### src/rtl/ems_pkg.sv
// Purpose: Shared constants and types for the external memory cycle sequencer.
// Assumes: One sequencer tick per half clock period; ref_clk at 100 MHz.
// Notes: Register offsets are byte addresses on the Avalon-MM slave.
package ems_pkg;

  // Clock and half-period timing
  localparam int CLK_PERIOD_NS = 10;
  localparam int HALF_PERIOD_NS = 10;
  // Sequencer ticks per half period (one by construction)
  localparam int HALF_PERIOD_CYC = (HALF_PERIOD_NS + CLK_PERIOD_NS - 1) / CLK_PERIOD_NS;

  // Register byte offsets
  localparam logic [4:0] REG_CTRL = 5'h00;
  localparam logic [4:0] REG_ADDR = 5'h04;
  localparam logic [4:0] REG_WDATA = 5'h08;
  localparam logic [4:0] REG_RDATA = 5'h0c;
  localparam logic [4:0] REG_STATUS = 5'h10;
  localparam logic [4:0] REG_TIMING = 5'h14;
  localparam logic [4:0] REG_STROBE = 5'h18;

  // Control register fields
  localparam int CTRL_START_BIT = 0;
  localparam int CTRL_WRITE_BIT = 1;
  localparam int CTRL_INT_BIT = 2;
  localparam int CTRL_BE_LSB = 4;

  // Status register fields
  localparam int STAT_BUSY_BIT = 0;
  localparam int STAT_WAITED_BIT = 1;

  // Timing register: T1..T5 two bits each (length minus one), T6 three bits
  localparam int TIM_W = 13;
  localparam int TIM_FLD_W = 2;
  localparam int TIM_T6_LSB = 10;
  localparam logic [2:0] T6_LAST_MAX = 3'h4;
  localparam logic [12:0] TIM_RST = 13'h0fff;

  // Strobe register: duration, three delays, write mode
  localparam int STR_W = 21;
  localparam int STR_FLD_W = 5;
  localparam int STR_DUR_LSB = 0;
  localparam int STR_DLY_LSB = 5;
  localparam int STR_EARLY_BIT = 20;
  localparam logic [20:0] STR_RST = 21'h00_0000;

  // Strobe-relative counter saturates above the largest setting
  localparam logic [5:0] SCNT_MAX = 6'h3f;

  // Sequencer states
  typedef enum logic [3:0] {
    ST_IDLE, ST_T1, ST_T2, ST_T3, ST_T4, ST_WAIT, ST_T5, ST_T6, ST_PAD
  } ems_state_t;

endpackage

### src/rtl/ems_seq.sv
// Purpose: External memory cycle sequencer with Avalon-MM register access.
// Assumes: One ref_clk cycle per half clock period; pins sampled at ref_clk.
// Notes: Wait input is filtered by three flops; data is sampled at end of T5.
// What this block does
// - Read strobe low in T4 and T5
// - Read data sampled at T5 end, bus released
// - Reads always fetch the whole word
// - Fixed strobe low from T2 to T5 end
// - Duration strobe low configured count from T2
// - Wait states do not stretch duration strobe
// - Zero duration keeps duration strobe high
// - Delayed strobes fall after delay, rise T5
// - Zero delay: low T1-T5, high first T6
// - Cycle T1..T6 plus wait, configured lengths, T6 at most five
// - Unwritten byte lanes tristated during write
// - Write flag low T1-T2, data T3-T6
// - Late write T4-T5, early adds T3
// - No write strobes on internal accesses
// - Wait request extends T4, sampled at falls
// - Wait acts externally, ignored for internal access
// - After waits, T5 starts on rising edge
// - No refresh logic; refresh flag driven high with address
// - Timing unit is one half clock period
// - Cycles even length, padded after T6
// - Address T1-T2, then 32 data bits
// - States T1-T6 four half-periods after reset
`timescale 1ns/1ps

module ems_seq (
  input wire logic ref_clk,
  input wire logic rst,
  input wire logic [4:0] avs_address,
  input wire logic avs_read,
  input wire logic avs_write,
  input wire logic [31:0] avs_writedata,
  input wire logic [3:0] avs_byteenable,
  output logic [31:0] avs_readdata,
  output logic avs_waitrequest,
  output logic processor_clock_output,
  output logic read_strobe_n,
  output logic fixed_select_strobe_n,
  output logic duration_strobe_n,
  output logic delayed_strobe_a_n,
  output logic delayed_strobe_b_n,
  output logic delayed_strobe_c_n,
  output logic [3:0] byte_write_strobes_n,
  output logic write_flag_data_bit0_out,
  input wire logic write_flag_data_bit0_in,
  output logic write_flag_data_bit0_oe_n,
  output logic refresh_flag_data_bit1_out,
  input wire logic refresh_flag_data_bit1_in,
  output logic refresh_flag_data_bit1_oe_n,
  output logic [29:0] shared_addr_data_bus_out,
  input wire logic [29:0] shared_addr_data_bus_in,
  output logic [3:0] shared_addr_data_bus_oe_n,
  input wire logic wait_request
);

  // Whole module state
  typedef struct packed {
    ems_pkg::ems_state_t st;      // Sequencer state
    logic [2:0] cnt;              // Half periods spent in state
    logic [5:0] scnt;             // Half periods since T2 start
    logic pco;                    // Clock output level
    logic [2:0] wsync;            // Wait input filter chain
    logic wlev;                   // Filtered wait level
    logic wait_hold;              // Wait sampled at falling edge
    logic waited;                 // Wait states seen this cycle
    logic pend;                   // Cycle requested, not started
    logic is_wr;                  // Current cycle is a write
    logic is_int;                 // Current cycle is internal
    logic [3:0] be;               // Bytes to write
    logic [29:0] addr;            // Word address
    logic [31:0] wdata;           // Write word
    logic [31:0] rdata;           // Last read word
    logic [12:0] tim;             // State lengths
    logic [20:0] strc;            // Strobe setup and write mode
    logic avs_wait;               // Bus waitrequest
    logic [31:0] avs_rd;          // Bus read data
    logic rd_n;                   // Read strobe
    logic [4:0] s_n;              // General strobes 0..4
    logic [3:0] wr_n;             // Byte write strobes
    logic d0_out;                 // Bit 0 / write flag
    logic d0_oe_n;
    logic d1_out;                 // Bit 1 / refresh flag
    logic d1_oe_n;
    logic [29:0] bus_out;         // Shared bus drive value
    logic [3:0] bus_oe_n;         // Per byte lane enables
  } ems_regs_t;

  ems_regs_t r;
  ems_regs_t n;
  logic busy;                     // Cycle pending or running
  logic [2:0] last;               // Final half-period index of state
  logic [4:0] dly;                // Delay for one delayed strobe
  logic [31:0] mrg_addr, mrg_tim, mrg_str; // Register words after byte merge

  // Final count of a timing state from its field
  function automatic logic [2:0] state_last(input ems_pkg::ems_state_t s, input logic [12:0] t);
    logic [2:0] v;
    v = 3'h0;
    unique case (s)
      ems_pkg::ST_T1: v = {1'b0, t[0 +: ems_pkg::TIM_FLD_W]};
      ems_pkg::ST_T2: v = {1'b0, t[2 +: ems_pkg::TIM_FLD_W]};
      ems_pkg::ST_T3: v = {1'b0, t[4 +: ems_pkg::TIM_FLD_W]};
      ems_pkg::ST_T4: v = {1'b0, t[6 +: ems_pkg::TIM_FLD_W]};
      ems_pkg::ST_T5: v = {1'b0, t[8 +: ems_pkg::TIM_FLD_W]};
      ems_pkg::ST_T6: v = (t[ems_pkg::TIM_T6_LSB +: 3] > ems_pkg::T6_LAST_MAX) ?
                          ems_pkg::T6_LAST_MAX : t[ems_pkg::TIM_T6_LSB +: 3];
      ems_pkg::ST_IDLE, ems_pkg::ST_WAIT, ems_pkg::ST_PAD: v = 3'h0;
    endcase
    return v;
  endfunction

  // Byte-enable merge of a bus write
  function automatic logic [31:0] merge(input logic [31:0] old, input logic [31:0] nw, input logic [3:0] be);
    logic [31:0] v;
    v = old;
    for (int i = 0; i < 4; i++) begin
      if (be[i]) begin
        v[8*i +: 8] = nw[8*i +: 8];
      end
    end
    return v;
  endfunction

  assign busy = r.pend | (r.st != ems_pkg::ST_IDLE);
  assign last = state_last(r.st, r.tim);
  assign mrg_addr = merge({r.addr, 2'b00}, avs_writedata, avs_byteenable);
  assign mrg_tim = merge({19'h0_0000, r.tim}, avs_writedata, avs_byteenable);
  assign mrg_str = merge({11'h000, r.strc}, avs_writedata, avs_byteenable);

  // Next-state logic for the whole block
  always_comb begin
    n = r;
    dly = 5'h00;
    // Clock output toggles every half period
    n.pco = ~r.pco;
    // Wait pin: three flops, level counts once stages two and three agree
    n.wsync = {r.wsync[1:0], wait_request};
    if (r.wsync[1] == r.wsync[2]) begin
      n.wlev = r.wsync[2];
    end

    // Bus slave: one-cycle waitrequest drop answers a request
    n.avs_wait = 1'b1;
    if ((avs_read || avs_write) && r.avs_wait) begin
      // Writes stall while a cycle runs so settings stay put
      if (!(avs_write && busy)) begin
        n.avs_wait = 1'b0;
        n.avs_rd = 32'h0000_0000;
        unique case (avs_address)
          ems_pkg::REG_ADDR: n.avs_rd = {r.addr, 2'b00};
          ems_pkg::REG_WDATA: n.avs_rd = r.wdata;
          ems_pkg::REG_RDATA: n.avs_rd = r.rdata;
          ems_pkg::REG_STATUS: begin
            n.avs_rd[ems_pkg::STAT_BUSY_BIT] = busy;
            n.avs_rd[ems_pkg::STAT_WAITED_BIT] = r.waited;
          end
          ems_pkg::REG_TIMING: n.avs_rd[ems_pkg::TIM_W-1:0] = r.tim;
          ems_pkg::REG_STROBE: n.avs_rd[ems_pkg::STR_W-1:0] = r.strc;
          default: n.avs_rd = 32'h0000_0000;
        endcase
      end
    end
    // Write takes effect at the edge where waitrequest is low
    if (avs_write && !r.avs_wait) begin
      unique case (avs_address)
        ems_pkg::REG_CTRL: begin
          if (avs_byteenable[0] && avs_writedata[ems_pkg::CTRL_START_BIT]) begin
            n.pend = 1'b1;
            n.is_wr = avs_writedata[ems_pkg::CTRL_WRITE_BIT];
            n.is_int = avs_writedata[ems_pkg::CTRL_INT_BIT];
            n.be = avs_writedata[ems_pkg::CTRL_BE_LSB +: 4];
          end
        end
        ems_pkg::REG_ADDR: n.addr = mrg_addr[31:2];
        ems_pkg::REG_WDATA: n.wdata = merge(r.wdata, avs_writedata, avs_byteenable);
        ems_pkg::REG_TIMING: n.tim = mrg_tim[12:0];
        ems_pkg::REG_STROBE: n.strc = mrg_str[20:0];
        default: n.pend = r.pend;
      endcase
    end

    // Wait sampled as the clock output falls, in T3, T4 or wait, not at T4 end
    if (r.pco && !r.is_int && (r.st == ems_pkg::ST_T3 || r.st == ems_pkg::ST_WAIT ||
        (r.st == ems_pkg::ST_T4 && r.cnt != last))) begin
      n.wait_hold = r.wlev;
    end else if (r.st != ems_pkg::ST_T4 && r.st != ems_pkg::ST_WAIT && r.st != ems_pkg::ST_T3) begin
      n.wait_hold = 1'b0;
    end

    // Sequencer: T1..T6 with wait and padding
    unique case (r.st)
      ems_pkg::ST_IDLE: begin
        // Start only where the next half period is high
        if (r.pend && !r.pco) begin
          n.st = ems_pkg::ST_T1;
          n.cnt = 3'h0;
          n.pend = 1'b0;
          n.waited = 1'b0;
        end
      end
      ems_pkg::ST_WAIT: begin
        // Leave wait only toward a rising edge, adding one half period if needed
        if (!r.wait_hold && !r.pco) begin
          n.st = ems_pkg::ST_T5;
          n.cnt = 3'h0;
        end
      end
      ems_pkg::ST_PAD: n.st = ems_pkg::ST_IDLE;
      ems_pkg::ST_T1, ems_pkg::ST_T2, ems_pkg::ST_T3, ems_pkg::ST_T4, ems_pkg::ST_T5, ems_pkg::ST_T6: begin
        // Each state lasts its configured count of half periods, T6 at most five
        if (r.cnt != last) begin
          n.cnt = r.cnt + 3'h1;
        end else begin
          n.cnt = 3'h0;
          unique case (r.st)
            ems_pkg::ST_T1: n.st = ems_pkg::ST_T2;
            ems_pkg::ST_T2: n.st = ems_pkg::ST_T3;
            ems_pkg::ST_T3: n.st = ems_pkg::ST_T4;
            ems_pkg::ST_T4: begin
              // Held wait request extends T4
              if (r.wait_hold) begin
                n.st = ems_pkg::ST_WAIT;
                n.waited = 1'b1;
              end else begin
                n.st = ems_pkg::ST_T5;
              end
            end
            ems_pkg::ST_T5: begin
              n.st = ems_pkg::ST_T6;
              // Whole word taken at end of T5
              if (!r.is_wr) begin
                n.rdata = {shared_addr_data_bus_in, refresh_flag_data_bit1_in, write_flag_data_bit0_in};
              end
            end
            default: n.st = r.pco ? ems_pkg::ST_PAD : ems_pkg::ST_IDLE;
          endcase
        end
      end
    endcase

    // Half-period count from T2 start, unaffected by state boundaries
    if (n.st == ems_pkg::ST_T2 && r.st == ems_pkg::ST_T1) begin
      n.scnt = 6'h00;
    end else if (r.scnt != ems_pkg::SCNT_MAX) begin
      n.scnt = r.scnt + 6'h01;
    end

    // Strobes, computed for the coming half period
    n.rd_n = 1'b1;
    n.s_n = 5'h1f;
    n.wr_n = 4'hf;
    if (!n.is_int) begin
      // Read strobe through T4, wait and T5
      if (!n.is_wr && (n.st == ems_pkg::ST_T4 || n.st == ems_pkg::ST_WAIT || n.st == ems_pkg::ST_T5)) begin
        n.rd_n = 1'b0;
      end
      // Fixed strobe from T2 start to T5 end
      if (n.st inside {ems_pkg::ST_T2, ems_pkg::ST_T3, ems_pkg::ST_T4, ems_pkg::ST_WAIT, ems_pkg::ST_T5}) begin
        n.s_n[0] = 1'b0;
      end
      // Duration strobe counts from T2, cut off after T6, never under zero setting
      if (n.st inside {ems_pkg::ST_T2, ems_pkg::ST_T3, ems_pkg::ST_T4, ems_pkg::ST_WAIT,
          ems_pkg::ST_T5, ems_pkg::ST_T6} &&
          n.scnt < {1'b0, n.strc[ems_pkg::STR_DUR_LSB +: ems_pkg::STR_FLD_W]}) begin
        n.s_n[1] = 1'b0;
      end
      // Delayed strobes two to four
      for (int i = 0; i < 3; i++) begin
        dly = n.strc[ems_pkg::STR_DLY_LSB + ems_pkg::STR_FLD_W*i +: ems_pkg::STR_FLD_W];
        if (dly == 5'h00) begin
          // Zero delay: low T1..T5, high only in first half period of T6
          if (n.st inside {ems_pkg::ST_T1, ems_pkg::ST_T2, ems_pkg::ST_T3, ems_pkg::ST_T4,
              ems_pkg::ST_WAIT, ems_pkg::ST_T5} || (n.st == ems_pkg::ST_T6 && n.cnt != 3'h0)) begin
            n.s_n[2+i] = 1'b0;
          end
        end else if (n.st inside {ems_pkg::ST_T2, ems_pkg::ST_T3, ems_pkg::ST_T4, ems_pkg::ST_WAIT,
            ems_pkg::ST_T5} && n.scnt >= {1'b0, dly}) begin
          n.s_n[2+i] = 1'b0;
        end
      end
      // Byte write strobes, early mode adds T3
      if (n.is_wr && (n.st == ems_pkg::ST_T4 || n.st == ems_pkg::ST_WAIT || n.st == ems_pkg::ST_T5 ||
          (n.st == ems_pkg::ST_T3 && n.strc[ems_pkg::STR_EARLY_BIT]))) begin
        n.wr_n = ~n.be;
      end
    end

    // Shared bus: address first, then data by lane
    n.bus_oe_n = 4'hf;
    n.d0_oe_n = 1'b1;
    n.d1_oe_n = 1'b1;
    n.bus_out = 30'h0000_0000;
    n.d0_out = 1'b1;
    n.d1_out = 1'b1;
    if (n.st != ems_pkg::ST_IDLE && (n.is_int || n.st == ems_pkg::ST_T1 || n.st == ems_pkg::ST_T2)) begin
      // Address and flags; internal cycles only reflect the address
      n.bus_out = n.addr;
      n.bus_oe_n = 4'h0;
      n.d0_out = ~n.is_wr;
      n.d0_oe_n = 1'b0;
      n.d1_out = 1'b1;
      n.d1_oe_n = 1'b0;
    end else if (n.st != ems_pkg::ST_IDLE && n.is_wr) begin
      // Write data from T3 through T6 and padding, only written lanes driven
      n.bus_out = n.wdata[31:2];
      n.d0_out = n.wdata[0];
      n.d1_out = n.wdata[1];
      n.bus_oe_n = ~n.be;
      n.d0_oe_n = ~n.be[0];
      n.d1_oe_n = ~n.be[0];
    end

    // Synchronous reset: four half periods per timing state, all strobes idle
    if (rst) begin
      n = '0;
      n.st = ems_pkg::ST_IDLE;
      n.tim = ems_pkg::TIM_RST;
      n.strc = ems_pkg::STR_RST;
      n.avs_wait = 1'b1;
      n.rd_n = 1'b1;
      n.s_n = 5'h1f;
      n.wr_n = 4'hf;
      n.d0_oe_n = 1'b1;
      n.d1_oe_n = 1'b1;
      n.bus_oe_n = 4'hf;
    end
  end

  // State register
  always_ff @(posedge ref_clk) begin
    r <= n;
  end

  // Outputs straight from state flops
  assign avs_readdata = r.avs_rd;
  assign avs_waitrequest = r.avs_wait;
  assign processor_clock_output = r.pco;
  assign read_strobe_n = r.rd_n;
  assign fixed_select_strobe_n = r.s_n[0];
  assign duration_strobe_n = r.s_n[1];
  assign delayed_strobe_a_n = r.s_n[2];
  assign delayed_strobe_b_n = r.s_n[3];
  assign delayed_strobe_c_n = r.s_n[4];
  assign byte_write_strobes_n = r.wr_n;
  assign write_flag_data_bit0_out = r.d0_out;
  assign write_flag_data_bit0_oe_n = r.d0_oe_n;
  assign refresh_flag_data_bit1_out = r.d1_out;
  assign refresh_flag_data_bit1_oe_n = r.d1_oe_n;
  assign shared_addr_data_bus_out = r.bus_out;
  assign shared_addr_data_bus_oe_n = r.bus_oe_n;
endmodule

### config.mk
export PLATFORM = sky130hd
export DESIGN_NAME = ems_seq
export DESIGN_NICKNAME = d
export VERILOG_FILES = /design/src/rtl/ems_pkg.sv /design/src/rtl/ems_seq.sv
export SDC_FILE = /design/constraint.sdc
export NUM_CORES = 1
export LEC_CHECK = 0
export BUFFER_PORTS_ARGS = -buffer_cell sky130_fd_sc_hd__buf_2
export CAP_MARGIN = 0
export CORE_MARGIN = 2
export CORE_UTILIZATION = 40
export DETAILED_ROUTE_END_ITERATION = 12
export GPL_TIMING_DRIVEN = 0
export PLACE_DENSITY_LB_ADDON = 0.08
export REMOVE_ABC_BUFFERS = 1
export SYNTH_ARGS = -nofsm -noshare
export SYNTH_HDL_FRONTEND = slang
export SYNTH_SLANG_ARGS = --single-unit
export TNS_END_PERCENT = 20
### constraint.sdc
create_clock -name ref_clk -period 9.16 [get_ports ref_clk]
set_input_delay 1.374 -clock ref_clk [delete_from_list [all_inputs] [get_ports ref_clk]]
set_output_delay 1.374 -clock ref_clk [all_outputs]
set_load 0.02 [all_outputs]
After elaboration in Yosys (flattened, before gate mapping)
Cells that the tools add are included.
- add/sub/neg operators: 2
- bitwise logic cells: 10
- multiplexer cells: 57
- reductions and logical operators: 59
- eq/ne operators: 31
- $lt $le $gt $ge: 5
- operators with widths (kind ; count):
    8-bit two-way mux ; 10
    38-bit two-way mux ; 2
    69-bit two-way mux ; 1
    11-bit one-hot mux with 5 select lines ; 1
    21-bit two-way mux ; 2
    33-bit two-way mux ; 1
    11-bit one-hot mux with 3 select lines ; 1
    4-bit by 3-bit == test with 1-bit output (second input constant) ; 8
    32-bit two-way mux ; 1
    8-bit one-hot mux with 4 select lines ; 1
    30-bit two-way mux ; 1
    1-bit logical AND ; 22
    7-bit two-way mux ; 3
    3-bit one-hot mux with 7 select lines ; 1
    5-bit zero test ; 4
    4-bit one-hot mux with 5 select lines ; 1
    6-bit by 5-bit >= comparator with 1-bit output ; 3
    6-bit two-way mux ; 3
    1-bit two-way mux ; 17
    4-bit by 2-bit == test with 1-bit output (second input constant) ; 4
    4-bit one-hot mux with 4 select lines ; 1
    5-bit == test (second input constant) ; 3
    6-bit nonzero test ; 2
    5-bit by 4-bit == test with 1-bit output (second input constant) ; 2
    37 further kinds ; 69
- output and inout bits: 82
- flip-flop bits (word level): 236
- logic and storage cells: 193

Logic depth before layout (Yosys ltp)
Gate-level depths: netlist of run 1.
- depth after elaboration: 13
- gate-level depth with buffers: 17
- depth with buffers taken out: 15

Worst setup path after synthesis of run 1
OpenSTA, ideal clock, no wires.
- kind: input to register
- start: input avs_address[4]
- end: register r, in the netlist delayed_strobe_c_n
- arrival time: 4.193 ns
- path slack: 4.887 ns
- setup time: 0.079 ns
- stages: 17
- cell sequence: clkbuf_1 -> nor4b_1 -> and2_1 -> clkbuf_1 -> nand3_1 -> clkbuf_1 -> mux2i_1 -> inv_1 -> ha_1 -> nand2b_1 -> a21oi_1 -> nor2b_1 -> o21ai_0 -> nand2b_1 -> a211oi_1 -> nor2_1 -> a22oi_1
- longest elaborated chain between the ends: 7
- RTL lines (item ; line ; source):
    start: declaration ; ems_seq.sv:32 ; input wire logic [4:0] avs_address,
    5-bit == test ; ems_seq.sv:168 ; unique case (avs_address)
    21-bit two-way mux ; ems_seq.sv:168 ;
    21-bit two-way mux ; ems_seq.sv:167 ; if (avs_write && !r.avs_wait) begin
    6-bit by 5-bit >= comparator with 1-bit output ; ems_seq.sv:280 ; ems_pkg::ST_T5} && n.scnt >= {1'b0, dly}) begin
    1-bit logical AND ; ems_seq.sv:280 ;
    1-bit two-way mux ; ems_seq.sv:279 ; end else if (n.st inside {ems_pkg::ST_T2, ems_pkg::ST_T3, ems_pkg::ST_T4, ems_pkg::ST_WAIT,
    1-bit two-way mux ; ems_seq.sv:273 ; if (dly == 5'h00) begin
    end signal: assignment ; ems_seq.sv:334 ; r <= n;
    end: declaration ; ems_seq.sv:91 ; ems_regs_t r;
Several ways; a longest one is shown, not always the timed one.
A chain may end at the register's enable or synchronous reset.

Worst setup path after layout of run 1
- start: input avs_address[4]
- end: register r, in the netlist delayed_strobe_b_n
Same word-level chain as after synthesis.

==> results.py, run 1 <==
metrics = {
    "synth": {
        "ys_types": 62,
        "yosys.area.top_type": "dfxtp_1",
        "postSynthCellCount": 1176,
        "synth_top_cell_area_share_pct": 44.6,
        "ys_async_sr_fraction_pct": 0,
        "netlist_area_um2": 10500,
        "synth_warnings": 0,
        "yosysSeqAreaShare_pct": 44.6,
        "ys_top_cells_by_area": "dfxtp_1, mux2i_1, nor2_1",
        "synth-seq-cells": 234,
        "synth_edf_count": 0,
        "synthFlopType": "dfxtp_1",
        "syn_avg_cell_area_um2": 8.92,
    },
    "clock_tree": {
        "clk_latency_ns": 0.54,
        "clk_path_buf_depth": 3,
        "path_clk_slew_ns": 0.06,
        "cts_resized": 0,
        "postCtsSetupBuffers": 0,
        "root_buffer": "clkbuf_16",
        "holdBufCountCts": 0,
        "clkSinkCount": 234,
        "cts_tree": "done",
        "cts_inserted_buffers": 26,
        "h-tree-depth": 1,
    },
    "outcome": {
        "status": "completed",
    },
    "global_routing": {
        "antenna_found_initial": 3,
        "grt_pass1_wl_um": 45000,
        "track_usage_pct": 20.3,
        "grt_pass1_vias": 8018,
        "grt_max_degree": 130,
        "overflow": 0,
    },
    "worst_setup_path": {
        "r2r_slack_ns": 4.59,
        "critPathLaunchType": "primary input",
        "cp_cell_sequence": "buf_2 > nor4b_1 > and2_1 > nand3_1 > o21ai_0 > ha_1 > nand2b_1 > a21oi_1 > nor2b_1 > o21ai_0 > nand2b_1 > a211oi_1 > nor2_1 > a22oi_1",
        "worstSetupPathType": "primary input to register",
        "critPathMaxFanout": 24,
        "cpPeakStageDelay_ns": 0.91,
        "reg2reg_from": "r[234]",
        "r2r_cells": 9,
        "cpMaxStageDelayCell": "and2_1",
        "endpoint_kind": "register",
        "worstReg2RegEnd": "avs_readdata[18]",
        "arrival_ns": 5.71,
        "cp_data_required_time_ns": 9.61,
    },
    "cells_and_area": {
        "drive_above_1_share_pct": 18.2,
        "fillers": 2642,
        "nets": 1322,
        "multi_input_area_um2": 4920,
        "syn2layout_area_growth_pct": 13.2,
        "final_common_cell": "dfxtp_1",
        "seq_area_um2": 4680,
        "most-common-layout-cells": "dfxtp_1, nor2_1, buf_2, mux2i_1, nand2_1",
    },
    "sta": {
        "worst_pin_slew_ns": 1.19,
        "fmax_mhz": 190,
        "fin_crit_sh_pct": 57.4,
        "finalSetupViolations": 0,
        "fin_hold_ws_ns": 0.452,
        "fin_skew_ns": 0.0109,
        "max_slew_margin_pct": 20.5,
        "rsz0062_at_grt": "false",
        "min_period_ns": 5.26,
        "tns_ns": 0,
        "hold_viol_final": 0,
        "drv_slew": 0,
    },
    "power_and_ir_drop": {
        "power_density_nw_per_um2": 250,
        "ir_worst_vdd_uv": 211,
        "power.leakage_nw": 4.80,
        "finalPower_mw": 2.97,
    },
    "hold_path": {
        "hold_path_class": "register to register",
        "min_from": "r[219]",
        "hold_depth": 1,
        "whs_endpoint": "r[220]",
    },
    "placement": {
        "gp_congestion": 0.866,
        "numPortBuffers": 159,
        "place_hpwl_um": 19600,
    },
    "floorplan": {
        "core_um2": 25900,
        "start_util_pct": 40.5,
        "num_rows": 59,
        "dieArea_um2": 27500,
        "die_y_um": 166,
        "fp.dieW_um": 166,
        "ioPinCount": 160,
    },
    "detailed_routing": {
        "vias": 8320,
        "viasPerCell": 5.26,
        "routed_wl_um": 29000,
        "dr.pass1.iters": 6,
        "wl_per_cell_um": 18.4,
        "drc": 0,
        "drt_iter0_markers": 539,
        "postRouteAntennaNets": 0,
    },
    "flow_run": {
        "max-cap-violations": 0,
    },
}
synthesized netlist by cell type, types with 5 or more instances:
| library cell | count |
|---|---|
| a211o_1 | 5 |
| a211oi_1 | 19 |
| a21oi_1 | 94 |
| a221oi_1 | 13 |
| a22o_1 | 30 |
| a22oi_1 | 32 |
| and3_1 | 10 |
| buf_4 | 74 |
| clkbuf_1 | 62 |
| dfxtp_1 | 234 |
| ha_1 | 19 |
| inv_1 | 16 |
| mux2i_1 | 111 |
| nand2_1 | 105 |
| nand2b_1 | 20 |
| nand3_1 | 17 |
| nand4_1 | 6 |
| nor2_1 | 166 |
| nor2b_1 | 12 |
| nor3_1 | 13 |
| o21ai_0 | 36 |
power breakdown:
part           switching, mW  internal [mW]
Clock                  0.427          0.591
Combinational          0.556          0.279
Sequential            0.0480           1.07
metrics by stage:
stage	cells	setup WS [ns]	cell area, um2	util, %
2_1_floorplan	1031	4.85	9640	-
3_3_place_gp	1525	2.83	10900	41.9
3_5_place_dp	1532	3.25	11100	42.6
4_1_cts	1579	3.80	11900	45.8
5_1_grt	1579	3.51	11900	45.8
6_report	1581	3.90	11900	45.9
layout make-up:
class                      count  share of cell area (%)
antenna                        2                  0.0421
multi-input combinational    781                    41.4
inverter                      16                   0.505
tap                          335                    3.53
clock buffer                  38                    6.28
sequential                   234                    39.4
clock inverter                 9                   0.684
timing repair buffer         166                    8.11
cells by family after synthesis:
logic type	share of synthesized area, %
flip-flops	44.6
AO/OA/AOI/OAI	16.8
XOR/XNOR	0.501
buffers and inverters	8.74
adder cells (fa/ha/maj)	2.27
AND/OR/NAND/NOR	16.3
multiplexers	10.8
per-layer routing:
metal  wire [um]  vias up  track usage, %  part of all wire (%)
met2       13400      176            33.3                    46
met5          21        -               0                 0.072
li1            -     4167               -                     -
met4         616        4            5.26                   2.1
met1       13400     3933            27.1                    46
met3        1570       40            4.39                   5.4
worst max path at each step:
| stage | start | end | slack, ns | depth (start not counted) |
|---|---|---|---|---|
| 3_3_place_gp | avs_address[4] | shared_addr_data_bus_out[28] | 2.83 | 8 |
| 4_1_cts | avs_address[4] | delayed_strobe_b_n | 3.80 | 14 |
| 3_5_place_dp | avs_address[4] | delayed_strobe_b_n | 3.25 | 14 |
| 5_1_grt | avs_address[4] | delayed_strobe_b_n | 3.51 | 14 |
| 6_report | avs_address[4] | delayed_strobe_b_n | 3.90 | 14 |
| 2_1_floorplan | avs_address[1] | delayed_strobe_c_n | 4.85 | 14 |
worst max-delay path: cells and delay by family:
family                   cells  cell delay, ns
adder cells (fa/ha/maj)      1            0.29
buffers and inverters        1            0.42
AND/OR/NAND/NOR              7            2.32
AO/OA/AOI/OAI                5            1.27
registers in the layout (all words and copies together) (netlist names):
register	cells
delayed_strobe_b_n	1
r	154
read_strobe_n	1
processor_clock_output	1
shared_addr_data_bus_out	30
fixed_select_strobe_n	1
byte_write_strobes_n	4
refresh_flag_data_bit1_out	1
delayed_strobe_a_n	1
avs_waitrequest	1
write_flag_data_bit0_out	1
duration_strobe_n	1
shared_addr_data_bus_oe_n	4
avs_readdata	32
delayed_strobe_c_n	1
No activity file was read; power rests on OpenSTA's default activity.
==> run 2, diff against run 1 <==
==> constraint.sdc (replaced) <==
create_clock -name ref_clk -period 4.4 [get_ports ref_clk]
set_input_delay 0.66 -clock ref_clk [delete_from_list [all_inputs] [get_ports ref_clk]]
set_output_delay 0.66 -clock ref_clk [all_outputs]
set_load 0.02 [all_outputs]
==> run 2 against run 1 <==
  * Die area did not move
  * Cell area up 0.27%
  * Register-to-register slack worse by 4.2 ns
  * Wire length grew 0.28%
  * Total power rose by 110%
  * Flip-flop and latch count unchanged
  * Final cell count barely moved
  * Clock-buffer cell count stayed put
==> results.py, run 2 (synthesis gave the netlist of run 1 again) <==
metrics = {
    "outcome": {
        "status": "completed",
    },
    "sta": {
        "worst_pin_slew_ns": 1.19,
        "hold_viol_final": 0,
        "worst_slack_ns": 0.416,
        "fin_hold_ws_ns": 0.349,
        "max_slew_margin_pct": 20.2,
        "rsz0062_at_grt": "false",
        "min_period_ns": 3.98,
        "fin_crit_sh_pct": 90.5,
        "fmax_mhz": 251,
        "drv_slew": 0,
        "fin_skew_ns": 0.0109,
        "finalSetupViolations": 0,
    },
    "clock_tree": {
        "clk_latency_ns": 0.54,
        "clkSinkCount": 234,
        "cts_tree": "done",
        "h-tree-depth": 1,
        "path_clk_slew_ns": 0.06,
        "holdBufCountCts": 0,
        "root_buffer": "clkbuf_16",
        "clk_path_buf_depth": 3,
        "cts_inserted_buffers": 26,
    },
    "floorplan": {
        "fp.dieW_um": 166,
        "start_util_pct": 40.5,
        "dieArea_um2": 27500,
        "ioPinCount": 160,
        "core_um2": 25900,
        "die_y_um": 166,
        "num_rows": 59,
    },
    "worst_setup_path": {
        "cp_cell_sequence": "inv_1 > o31a_1 > a311oi_1 > a2111o_1 > nor3_4 > nor3_1 > ha_1 > nor2b_1 > o21ai_0 > nand2b_1 > a211oi_1 > nor2_1 > a22oi_1",
        "arrival_ns": 4.43,
        "critPathMaxFanout": 20,
        "cpMaxStageDelayCell": "dfxtp_2",
        "endpoint_kind": "register",
        "critPathLaunchType": "register",
        "critical-path-top-delay-family": "compound AO/OA/AOI/OAI gates",
        "worstSetupPathType": "register to register",
        "cp_data_required_time_ns": 4.84,
        "cpPeakStageDelay_ns": 0.57,
        "crit_buf_inv": 1,
    },
    "placement": {
        "dpl_cell_area_um2": 11100,
        "place_hpwl_um": 19600,
        "gp_congestion": 0.866,
        "dpl_worst_slack_ns": -0.795,
        "numPortBuffers": 159,
    },
    "cells_and_area": {
        "nets": 1324,
        "drive_above_1_share_pct": 18.9,
        "syn2layout_area_growth_pct": 13.5,
        "final_common_cell": "dfxtp_1",
        "fin_util_pct": 46.0,
        "final_area_um2": 11900,
        "most-common-layout-cells": "dfxtp_1, nor2_1, buf_2, mux2i_1, nand2_1",
        "fillers": 2649,
        "top_register": "r",
        "largest_register_ffs": 154,
    },
    "flow_run": {
        "max-cap-violations": 0,
    },
    "detailed_routing": {
        "wl_per_cell_um": 18.4,
        "postRouteAntennaNets": 0,
        "drt_iter0_markers": 514,
        "viasPerCell": 5.27,
        "drc": 0,
        "routed_wl_um": 29100,
        "dr.pass1.iters": 5,
        "vias": 8330,
    },
    "global_routing": {
        "grt_max_degree": 130,
        "overflow": 0,
        "track_usage_pct": 20.3,
        "grt_pass1_vias": 8024,
        "grt_pass1_wl_um": 45000,
        "antenna_found_initial": 3,
    },
    "power_and_ir_drop": {
        "p_clk_share_pct": 34.2,
        "ir_worst_vdd_uv": 444,
        "p_sw_share_pct": 34.7,
        "p_sw_mw": 2.15,
        "p_int_mw": 4.04,
        "power.leakage_nw": 4.81,
        "p_comb_share_pct": 28.2,
        "p_seq_share_pct": 37.5,
        "power_density_nw_per_um2": 519,
    },
    "hold_path": {
        "hold_path_class": "primary input to register",
    },
}
[run 2: routing by layer]
layer  wire (um)  global-route usage [%]  vias to the layer above
met5          21                       0                        -
met4         616                    5.26                        4
met3        1580                    4.46                       40
met2       13500                    33.3                      178
met1       13400                    27.1                     3944
li1            -                       -                     4164
[run 2: power by group through the flow]
stage          registers, mW  logic (mW)  clock network [mW]
6_report                2.32        1.75                2.12
5_1_grt                 2.34        1.90                2.25
4_1_cts                 2.32        1.76                2.17
3_5_place_dp            2.37        1.75                   0
3_3_place_gp            2.37        1.46                   0
2_1_floorplan           2.44       0.927                   0
[run 2: area by class of cell]
class | instances | area, um2 | share of cell area, %
tap | 335 | 419 | 3.52
clock buffer | 38 | 746 | 6.26
inverter | 16 | 60.1 | 0.504
antenna | 1 | 2.50 | 0.0210
sequential | 234 | 4690 | 39.4
timing repair buffer | 168 | 978 | 8.21
clock inverter | 9 | 81.3 | 0.683
multi-input combinational | 781 | 4940 | 41.4
[run 2: worst paths after layout]
path | to | startpoint | depth (start not counted) | slack [ns]
worst max-delay path | delayed_strobe_a_n | r[233] | 13 | 0.42
worst min-delay path | r[219] | wait_request | 2 | 0.35
worst max register to register | delayed_strobe_a_n | r[233] | 13 | 0.42
worst min register to register | r[220] | r[219] | 1 | 0.45
[run 2: stage by stage]
stage / cells / power [mW] / setup TNS, ns
final: 1582 / 6.19 / 0
after global routing: 1581 / 6.48 / 0
after CTS: 1581 / 6.25 / 0
after detailed placement: 1532 / 4.11 / -4.23
after global placement: 1525 / 3.83 / -120.85
after floorplan: 1031 / 3.37 / 0
[run 2: timing repair]
action / 4_1_cts / 5_1_grt
hold endpoints to repair: 0 / 0
buffers inserted: 2 / 0
pin swaps: 1 / 0
resized for setup: 2 / 7
endpoints found under the setup margin: 11 / 45
